==> config.mk <==
export PLATFORM = sky130hd
export DESIGN_NAME = arc_top
export DESIGN_NICKNAME = d
export VERILOG_FILES = /design/src/hw/arc_pkg.sv /design/src/hw/arc_cal_if.sv /design/src/hw/arc_cal_store.sv /design/src/hw/arc_top.sv
export SDC_FILE = /design/constraint.sdc
export NUM_CORES = 1
export LEC_CHECK = 0
export CAP_MARGIN = 25
export CORE_MARGIN = 4
export CORE_UTILIZATION = 50
export DETAILED_ROUTE_END_ITERATION = 8
export DONT_BUFFER_PORTS = 1
export HOLD_SLACK_MARGIN = 0.06
export PLACE_DENSITY = 0.64
export SLEW_MARGIN = 15
export SYNTH_ARGS = -nofsm -noshare
export SYNTH_HDL_FRONTEND = slang
export SYNTH_SLANG_ARGS = --single-unit
==> constraint.sdc <==
create_clock -name sys_clk -period 1.99 [get_ports sys_clk]
set_input_delay 0 -clock sys_clk [delete_from_list [all_inputs] [get_ports sys_clk]]
set_output_delay 0 -clock sys_clk [all_outputs]
set_load 0.005 [all_outputs]
==> src/hw/arc_pkg.sv <==
// arc_pkg: addresses, field positions, reset values and codes of the analog
// reference control block.
// assumes an 8-bit special-function-register bus and a 16-bit code memory space.
package arc_pkg;

  ////////////////////////////////////////////////////////////////////////////////
  // special-function-register addresses
  localparam logic [7:0] ARC_REF_CTRL_ADDR = 8'hD1; // reference_control_reg
  localparam logic [7:0] ARC_REG_CTRL_ADDR = 8'hC9; // regulator_control_reg

  // reference_control_reg field positions
  localparam int ARC_BUF_EN_BIT   = 0;  // ref_buffer_drive_enable
  localparam int ARC_BIAS_EN_BIT  = 1;  // bias_gen_enable
  localparam int ARC_TEMP_EN_BIT  = 2;  // temp_sensor_enable
  localparam int ARC_SRC_SEL_BIT  = 3;  // ref_source_select
  localparam int ARC_REG_OVR_BIT  = 4;  // regulator_ref_override
  localparam int ARC_GAIN_SEL_BIT = 7;  // ref_buffer_gain_select

  // writable bits of reference_control_reg; bits 6:5 read as zero
  localparam logic [7:0] ARC_REF_CTRL_WMASK = 8'h9F;
  localparam logic [7:0] ARC_REF_CTRL_RESET = 8'h00;

  // regulator_control_reg: only the input_regulator_disable bit lives here
  localparam int         ARC_REG_DIS_BIT    = 7;
  localparam logic       ARC_REG_DIS_RESET  = 1'b0;
  localparam logic [7:0] ARC_BYTE_ZERO      = 8'h00;

  // code memory locations of the temperature offset constant
  localparam logic [15:0] ARC_TOFF_HI_ADDR = 16'h3FFB; // temp_offset_high
  localparam logic [15:0] ARC_TOFF_LO_ADDR = 16'h3FFA; // temp_offset_low
  localparam int          ARC_TOFF_WIDTH   = 10;
  localparam int          ARC_TOFF_LO_BITS = 2;      // in bits 7:6 of the low byte

  // adc_positive_channel_select code routing the temperature sensor
  localparam logic [4:0] ARC_TEMP_CHANNEL = 5'h1E;

  // reference source routed to the adc
  typedef enum logic [1:0] {
    ARC_REF_PIN  = 2'b00,  // external reference pin
    ARC_REF_VDD  = 2'b01,  // unregulated supply
    ARC_REF_CORE = 2'b10   // internal core_regulator
  } arc_ref_e;

endpackage : arc_pkg

==> src/hw/arc_cal_if.sv <==
// arc_cal_if: read port between the control logic and the calibration store.
// assumes one clock for both ends.
`timescale 1ns/10ps
interface arc_cal_if;
  logic [15:0] addr;   // code memory byte address
  logic        rd;     // read strobe
  logic [7:0]  rdata;  // registered read data

  modport ctrl (output addr, output rd, input rdata);
  modport store (input addr, input rd, output rdata);
endinterface : arc_cal_if

==> src/hw/arc_cal_store.sv <==
// arc_cal_store: the two code memory bytes holding the temperature offset.
// assumes reads are strobed for one cycle; data appear one cycle later.
`timescale 1ns/10ps
module arc_cal_store
  import arc_pkg::*;
#(
  // factory offset code, arbitrary neutral default
  parameter logic [9:0] TEMP_OFFSET_CODE = 10'h200
) (
  input  wire logic sys_clk,
  input  wire logic resetn,
  arc_cal_if.store  cal
);

  ////////////////////////////////////////////////////////////////////////////////
  // left-justified packing of the offset
  localparam int LOW_PAD = 8 - ARC_TOFF_LO_BITS;
  wire logic [7:0] hi_byte = TEMP_OFFSET_CODE[ARC_TOFF_WIDTH-1:ARC_TOFF_LO_BITS];
  wire logic [7:0] lo_byte = {TEMP_OFFSET_CODE[ARC_TOFF_LO_BITS-1:0],
                              {LOW_PAD{1'b0}}};

  // address selection, other addresses read zero
  wire logic [7:0] rd_next = (cal.addr == ARC_TOFF_HI_ADDR) ? hi_byte :
                             (cal.addr == ARC_TOFF_LO_ADDR) ? lo_byte : ARC_BYTE_ZERO;

  // registered read data
  logic [7:0] rdata_reg;
  always_ff @(posedge sys_clk or negedge resetn) begin
    if (!resetn) begin
      rdata_reg <= ARC_BYTE_ZERO;
    end else if (cal.rd) begin
      rdata_reg <= rd_next;
    end
  end

  assign cal.rdata = rdata_reg;

endmodule // arc_cal_store

==> src/hw/arc_top.sv <==
// arc_top: reference control register, regulator disable bit, reference
// routing controls and the temperature offset read port.
// assumes a single-cycle special-function-register bus on sys_clk and analog
// circuits that follow the control levels driven here.
//
// Function
// - source select bit 0 picks reference pin, 1 picks unregulated supply.
// - override bit set picks core regulator regardless of source select.
// - temperature sensor powered exactly while its enable bit is one.
// - disabled temperature sensor leaves its output at high impedance.
// - bias generator on if enable bit or any peripheral requests bias.
// - gain select 0 gives 2x buffer gain, 1 gives 1x.
// - buffer enable bit powers buffer and drives its output on reference pin.
// - unused bits 6:5 read zero and ignore writes.
// - 10-bit left-justified offset: high byte upper eight, low bits 7:6 rest.
// - stored offset equals adc code of sensor at zero celsius.
// - software enables or disables input regulator via a control bit.
// - regulator disable bit 0 keeps regulator on, 1 turns it off.
// - channel code 11110 connects the temperature sensor to adc input.
`timescale 1ns/10ps
module arc_top
  import arc_pkg::*;
#(
  // factory offset code, arbitrary neutral default
  parameter logic [9:0] TEMP_OFFSET_CODE = 10'h200
) (
  input  wire logic       sys_clk,
  input  wire logic       resetn,
  // special-function-register bus
  input  wire logic [7:0] sfr_addr,
  input  wire logic       sfr_wr,
  input  wire logic       sfr_rd,
  input  wire logic [7:0] sfr_wdata,
  output logic      [7:0] sfr_rdata,
  // code memory read port for the calibration bytes
  input  wire logic [15:0] code_addr,
  input  wire logic       code_rd,
  output logic      [7:0] code_rdata,
  // peripherals asking for analog bias
  input  wire logic       bias_request,
  // adc multiplexer channel code
  input  wire logic [4:0] adc_positive_channel_select,
  // analog controls
  output arc_ref_e        adc_ref_source,
  output logic            ref_buffer_on,
  output logic            ref_buffer_gain_2x,
  output logic            vref_pin_drive,
  output logic            temp_sensor_on,
  output logic            temp_out_hiz,
  output logic            temp_to_adc,
  output logic            bias_gen_on,
  output logic            input_regulator_on
);

  ////////////////////////////////////////////////////////////////////////////////
  // address decode
  function automatic logic addr_hit(input logic [7:0] a, input logic [7:0] target);
    addr_hit = (a == target);
  endfunction

  wire logic ref_hit = addr_hit(sfr_addr, ARC_REF_CTRL_ADDR);
  wire logic reg_hit = addr_hit(sfr_addr, ARC_REG_CTRL_ADDR);

  ////////////////////////////////////////////////////////////////////////////////
  // reference_control_reg
  logic [7:0] ref_ctrl_reg;
  wire  logic [7:0] ref_ctrl_next = sfr_wdata & ARC_REF_CTRL_WMASK;

  // byte-wide write, cleared by reset
  always_ff @(posedge sys_clk or negedge resetn) begin
    if (!resetn) begin
      ref_ctrl_reg <= ARC_REF_CTRL_RESET;
    end else if (sfr_wr && ref_hit) begin
      ref_ctrl_reg <= ref_ctrl_next;
    end
  end

  ////////////////////////////////////////////////////////////////////////////////
  // regulator_control_reg, input_regulator_disable bit only
  logic reg_dis_reg;

  always_ff @(posedge sys_clk or negedge resetn) begin
    if (!resetn) begin
      reg_dis_reg <= ARC_REG_DIS_RESET;
    end else if (sfr_wr && reg_hit) begin
      reg_dis_reg <= sfr_wdata[ARC_REG_DIS_BIT];
    end
  end

  ////////////////////////////////////////////////////////////////////////////////
  // read data, registered; unmapped addresses read zero
  wire logic [7:0] reg_ctrl_view = {reg_dis_reg, 7'h00};
  wire logic [7:0] rdata_next    = ref_hit ? ref_ctrl_reg :
                                   reg_hit ? reg_ctrl_view : ARC_BYTE_ZERO;

  logic [7:0] rdata_reg;
  always_ff @(posedge sys_clk or negedge resetn) begin
    if (!resetn) begin
      rdata_reg <= ARC_BYTE_ZERO;
    end else if (sfr_rd) begin
      rdata_reg <= rdata_next;
    end
  end

  assign sfr_rdata = rdata_reg;

  ////////////////////////////////////////////////////////////////////////////////
  // control bit views
  wire logic src_sel  = ref_ctrl_reg[ARC_SRC_SEL_BIT];
  wire logic ovr      = ref_ctrl_reg[ARC_REG_OVR_BIT];
  wire logic temp_en  = ref_ctrl_reg[ARC_TEMP_EN_BIT];
  wire logic bias_en  = ref_ctrl_reg[ARC_BIAS_EN_BIT];
  wire logic buf_en   = ref_ctrl_reg[ARC_BUF_EN_BIT];
  wire logic gain_sel = ref_ctrl_reg[ARC_GAIN_SEL_BIT];

  // reference routing, override wins over source select
  assign adc_ref_source = ovr     ? ARC_REF_CORE :
                          src_sel ? ARC_REF_VDD  : ARC_REF_PIN;

  // temperature sensor power, output tristate and mux routing
  assign temp_sensor_on = temp_en;
  assign temp_out_hiz   = !temp_en;
  assign temp_to_adc    = (adc_positive_channel_select == ARC_TEMP_CHANNEL);

  // bias generator: manual or automatic request
  assign bias_gen_on = bias_en | bias_request;

  // on-chip reference buffer
  assign ref_buffer_gain_2x = !gain_sel;
  assign ref_buffer_on      = buf_en;
  assign vref_pin_drive     = buf_en;

  // input regulator enable
  assign input_regulator_on = !reg_dis_reg;

  ////////////////////////////////////////////////////////////////////////////////
  // calibration store
  arc_cal_if cal_bus ();

  assign cal_bus.addr = code_addr;
  assign cal_bus.rd   = code_rd;
  assign code_rdata   = cal_bus.rdata;

  arc_cal_store #(
    .TEMP_OFFSET_CODE (TEMP_OFFSET_CODE)
  ) u_cal_store (
    .sys_clk (sys_clk),
    .resetn  (resetn),
    .cal     (cal_bus)
  );

  ////////////////////////////////////////////////////////////////////////////////
  // checks
  source_select_a: assert property (@(posedge sys_clk) disable iff (!resetn)
    (sfr_wr && ref_hit && !sfr_wdata[ARC_REG_OVR_BIT]) |=>
      (adc_ref_source == ($past(sfr_wdata[ARC_SRC_SEL_BIT]) ? ARC_REF_VDD : ARC_REF_PIN)))
    else $error("reference source does not follow source select");

  override_wins_a: assert property (@(posedge sys_clk) disable iff (!resetn)
    (sfr_wr && ref_hit && sfr_wdata[ARC_REG_OVR_BIT]) |=> (adc_ref_source == ARC_REF_CORE))
    else $error("override did not select core regulator");

  temp_power_a: assert property (@(posedge sys_clk) disable iff (!resetn)
    (sfr_wr && ref_hit) |=> (temp_sensor_on == $past(sfr_wdata[ARC_TEMP_EN_BIT])))
    else $error("temperature sensor power does not follow enable");

  temp_hiz_a: assert property (@(posedge sys_clk) disable iff (!resetn)
    (sfr_wr && ref_hit) |=> (temp_out_hiz == !$past(sfr_wdata[ARC_TEMP_EN_BIT])))
    else $error("sensor output not tristated while off");

  bias_or_a: assert property (@(posedge sys_clk) disable iff (!resetn)
    (bias_request || ref_ctrl_reg[ARC_BIAS_EN_BIT]) == bias_gen_on)
    else $error("bias generator enable wrong");

  buffer_gain_a: assert property (@(posedge sys_clk) disable iff (!resetn)
    (sfr_wr && ref_hit) |=> (ref_buffer_gain_2x == !$past(sfr_wdata[ARC_GAIN_SEL_BIT])))
    else $error("buffer gain does not follow gain select");

  buffer_drive_a: assert property (@(posedge sys_clk) disable iff (!resetn)
    (sfr_wr && ref_hit) |=> (ref_buffer_on == $past(sfr_wdata[ARC_BUF_EN_BIT]))
      && (vref_pin_drive == ref_buffer_on))
    else $error("buffer drive does not follow enable");

  unused_zero_a: assert property (@(posedge sys_clk) disable iff (!resetn)
    (sfr_rd && ref_hit) |=> (sfr_rdata & ~ARC_REF_CTRL_WMASK) == ARC_BYTE_ZERO)
    else $error("unused bits read nonzero");

  readback_a: assert property (@(posedge sys_clk) disable iff (!resetn)
    (sfr_wr && ref_hit) ##1 (sfr_rd && ref_hit && !sfr_wr) |=>
      (sfr_rdata == ($past(sfr_wdata, 2) & ARC_REF_CTRL_WMASK)))
    else $error("written byte not read back");

  offset_hi_a: assert property (@(posedge sys_clk) disable iff (!resetn)
    (code_rd && code_addr == ARC_TOFF_HI_ADDR) |=>
      (code_rdata == TEMP_OFFSET_CODE[ARC_TOFF_WIDTH-1:ARC_TOFF_LO_BITS]))
    else $error("offset high byte wrong");

  regulator_dis_a: assert property (@(posedge sys_clk) disable iff (!resetn)
    (sfr_wr && reg_hit) |=> (input_regulator_on == !$past(sfr_wdata[ARC_REG_DIS_BIT])))
    else $error("input regulator enable wrong");

  temp_channel_a: assert property (@(posedge sys_clk) disable iff (!resetn)
    temp_to_adc == (adc_positive_channel_select == ARC_TEMP_CHANNEL))
    else $error("temperature channel routing wrong");

  // low calibration byte carries the two least significant offset bits on top
  offset_lo_a: assert property (@(posedge sys_clk) disable iff (!resetn)
    (code_rd && code_addr == ARC_TOFF_LO_ADDR) |=>
      (code_rdata == {TEMP_OFFSET_CODE[ARC_TOFF_LO_BITS-1:0], 6'h00}))
    else $error("offset low byte wrong");

  // regulator control read shows the disable bit, the inverse of the enable
  regulator_read_a: assert property (@(posedge sys_clk) disable iff (!resetn)
    (sfr_rd && reg_hit) |=> (sfr_rdata[ARC_REG_DIS_BIT] != $past(input_regulator_on)))
    else $error("regulator disable bit read back wrong");

  // reads of addresses outside this block return zero
  unmapped_zero_a: assert property (@(posedge sys_clk) disable iff (!resetn)
    (sfr_rd && !ref_hit && !reg_hit) |=> (sfr_rdata == ARC_BYTE_ZERO))
    else $error("unmapped address read nonzero");

endmodule // arc_top

==> metrics.md <==
| Metric | Value |
|---|---|
| Synthesis Warnings | `0` |
| Worst VDD drop | `0.398 mV` |
| CTS root buf | `clkbuf_4` |
| Detailed-router iteration count before antenna repair | `3` |
| Io pins | `69` |
| Ant. Diodes | `0` |
| Setup TNS | `0 ps` |
| Via count | `between 500 and 600` |
| Sequential element share of the synthesized area | `0.475` |
| Crit Path Category | `input pin to flip-flop` |
| Pwr Density | `551 nW/um^2` |
| Post-route minimum period | `roughly 1500 ps` |
| Static leakage | `0.000436 uW` |
| Die height | `46.4 um` |
| Post-synth cell types | `22` |
| Post-synth top area share | `0.475` |
| # fillers | `94` |
| Main area contributors after synthesis | `dfrtp_1 (47%), buf_4 (11%), mux2_2 (11%)` |
| CTS Buf Count | `3` |
| Clock Skew | `1.85 ps` |
| Layout Utilization | `0.672` |
| RePlAce Congestion | `0.746` |
| Initial antenna violation count | `0` |
| CTS tree | `yes` |
| Row count | `13` |
| Initial drt markers | `8` |
| Most frequent cells in the layout | `dlygate4sd3_1 (18), dfrtp_1 (14), conb_1 (9)` |
| Worst setup SP type | `input pin` |
| Final setup vio count | `0` |
| Die X | `roughly 46 um` |
| Simple-gate share of the synthesized area | `0.181` |
| #FFs+latches synth | `14` |
| Post-CTS Setup Bufs | `0` |
| CP arrival | `1600 ps` |
| Main combinational cell family by area after synthesis | `simple AND/OR/NAND/NOR gates` |
| Synth Area in Adders | `0` |
| Worst slew pin tran | `approximately 610 ps` |
| Post-synthesis compound-gate area fraction | `0.0949` |
| MaxCap Viol Count | `0` |
| Grt ovf | `0` |
| Post-synth EDFFs | `0` |
| CTS-repair resized insts | `0` |
| Worst Setup End Kind | `flip-flop` |
| Crit path required time | `2140 ps` |
| Core Region | `around 1400 um^2` |
| Hold_buf cts | `18` |
| Mapped Avg Cell Area | `11.7 um^2` |
| Clk slew on worst S/H paths | `about 80 ps` |
| Clk sinks | `14` |
| Overall Global Routing Usage | `0.150` |
| Unrepaired setup endpoints after global routing | `no` |
| Max-Slew Margin vs Limit | `0.593` |
| Async set or reset register ratio after synthesis | `1.00` |
| Nets | `126` |
| Clock Path Buffers | `2` |
| Maximum clock frequency | `0.688 GHz` |
| Syn Inst Count | `63` |
| Vias in the first global route | `560` |
| Ys flop type | `dfrtp_1` |
| DR vias/cell | `approximately 5.6` |
| First-pass GRT wire length | `2310 um` |
| Min-Delay Path Class | `input pin to flip-flop` |
| Die Footprint | `between 2000 and 2500 um^2` |
| Max FO, Critical Path | `6` |
| Routed Antenna Nets | `0` |
| Final Max Slew Viols | `0` |
| Largest net degree at the start of global routing | `15` |
| Routed len/inst | `16.5 um` |
| Wirelength, routed | `1580 um` |
| Final hold violation count | `0` |
| Area Overhead vs Synth | `22.9%` |
| Crit share post-route | `0.730` |
| Starting density of the core | `0.547` |
| I/O Buffers | `0` |
| Commonest non-fill, non-tap cell in the layout | `dlygate4sd3_1` |
| Clk_lat worst skew | `260 ps` |
| Post-DP HPWL | `1180 um` |
| Htree depth | `1` |
| Status | `complete, no violations` |
| Post-synthesis xor/xnor area fraction | `0` |
| Post-synthesis mux area share | `0.107` |
| DRC viols | `0` |
| Synth Cell Area | `roughly 740 um^2` |
| Share of cells above drive strength 1 | `0.173` |
| Yosys top cell by area | `dfrtp_1` |
layout make-up:
type,count,area [um^2],share of cell area
timing repair buffer,18,180,0.199
inverter,5,18.8,0.0207
clock buffer,3,22.5,0.0248
sequential,14,350,0.386
tap,15,18.8,0.0207
multi-input combinational,41,317,0.349
worst paths after layout:
| path | from | to | slack, ps | cells after the start |
|---|---|---|---|---|
| min in group asynchronous | resetn | ref_ctrl_reg[2]$_DFFE_PN0P_ | 180 | 1 |
| min reg2reg | ref_ctrl_reg[1]$_DFFE_PN0P_ | sfr_rdata[1]$_DFFE_PN0P_ | 510 | 1 |
| max in group asynchronous | resetn | sfr_rdata[3]$_DFFE_PN0P_ | 1410 | 1 |
| min | sfr_addr[3] | ref_ctrl_reg[1]$_DFFE_PN0P_ | 60 | 3 |
| max | sfr_wr | ref_ctrl_reg[7]$_DFFE_PN0P_ | 540 | 4 |
| max reg2reg | ref_ctrl_reg[0]$_DFFE_PN0P_ | ref_ctrl_reg[0]$_DFFE_PN0P_ | 630 | 2 |
worst max-delay path, cell delays in order:
cell	delay (ps)
dlygate4sd3_1	590
nand3_4	120
mux2_2	340
dlygate4sd3_1	550
cells in the mapped netlist (2+ instances only):
master and n:
nand2_1 2, nor2_1 2, dfrtp_1 14, nand4_1 3, buf_4 11, a22o_1 5, mux2_2 7, inv_1 5
kinds of logic after synthesis:
group,count (synthesis)
and+or+nand+nor,17
muxes,7
AOI/OAI and AO/OA,8
DFF,14
buffers and inverters,16
other,1
routing by layer:
| layer | share of wire | track usage | vias to the layer above | wire, um |
|---|---|---|---|---|
| met5 | 0 | 0 | - | 0 |
| met4 | 0 | 0.0170 | 0 | 0 |
| met3 | 0.15 | 0.0586 | 0 | 244 |
| met2 | 0.51 | 0.272 | 47 | 805 |
| met1 | 0.34 | 0.168 | 236 | 530 |
| li1 | - | - | 251 | - |
report_power, final:
group | switching [uW] | internal (uW)
registers | 6.59 | 291
clock network | 77.5 | 69.8
logic | 23.7 | 31.5
through the flow:
stage / total power, uW / instance area, um^2 / hold WS, ps / setup WS (ps) / instances
global route: 527 / 907 / 71.8 / 495 / 96
CTS: 501 / 907 / 60.7 / 546 / 96
detailed placement: 329 / 704 / -295 / 1050 / 75
global placement: 328 / 704 / -295 / 1060 / 75
finish: 500 / 907 / 59.7 / 537 / 96
floorplan: 340 / 768 / -296 / 1110 / 71
Note: power is estimated with default switching activity, not from simulation.
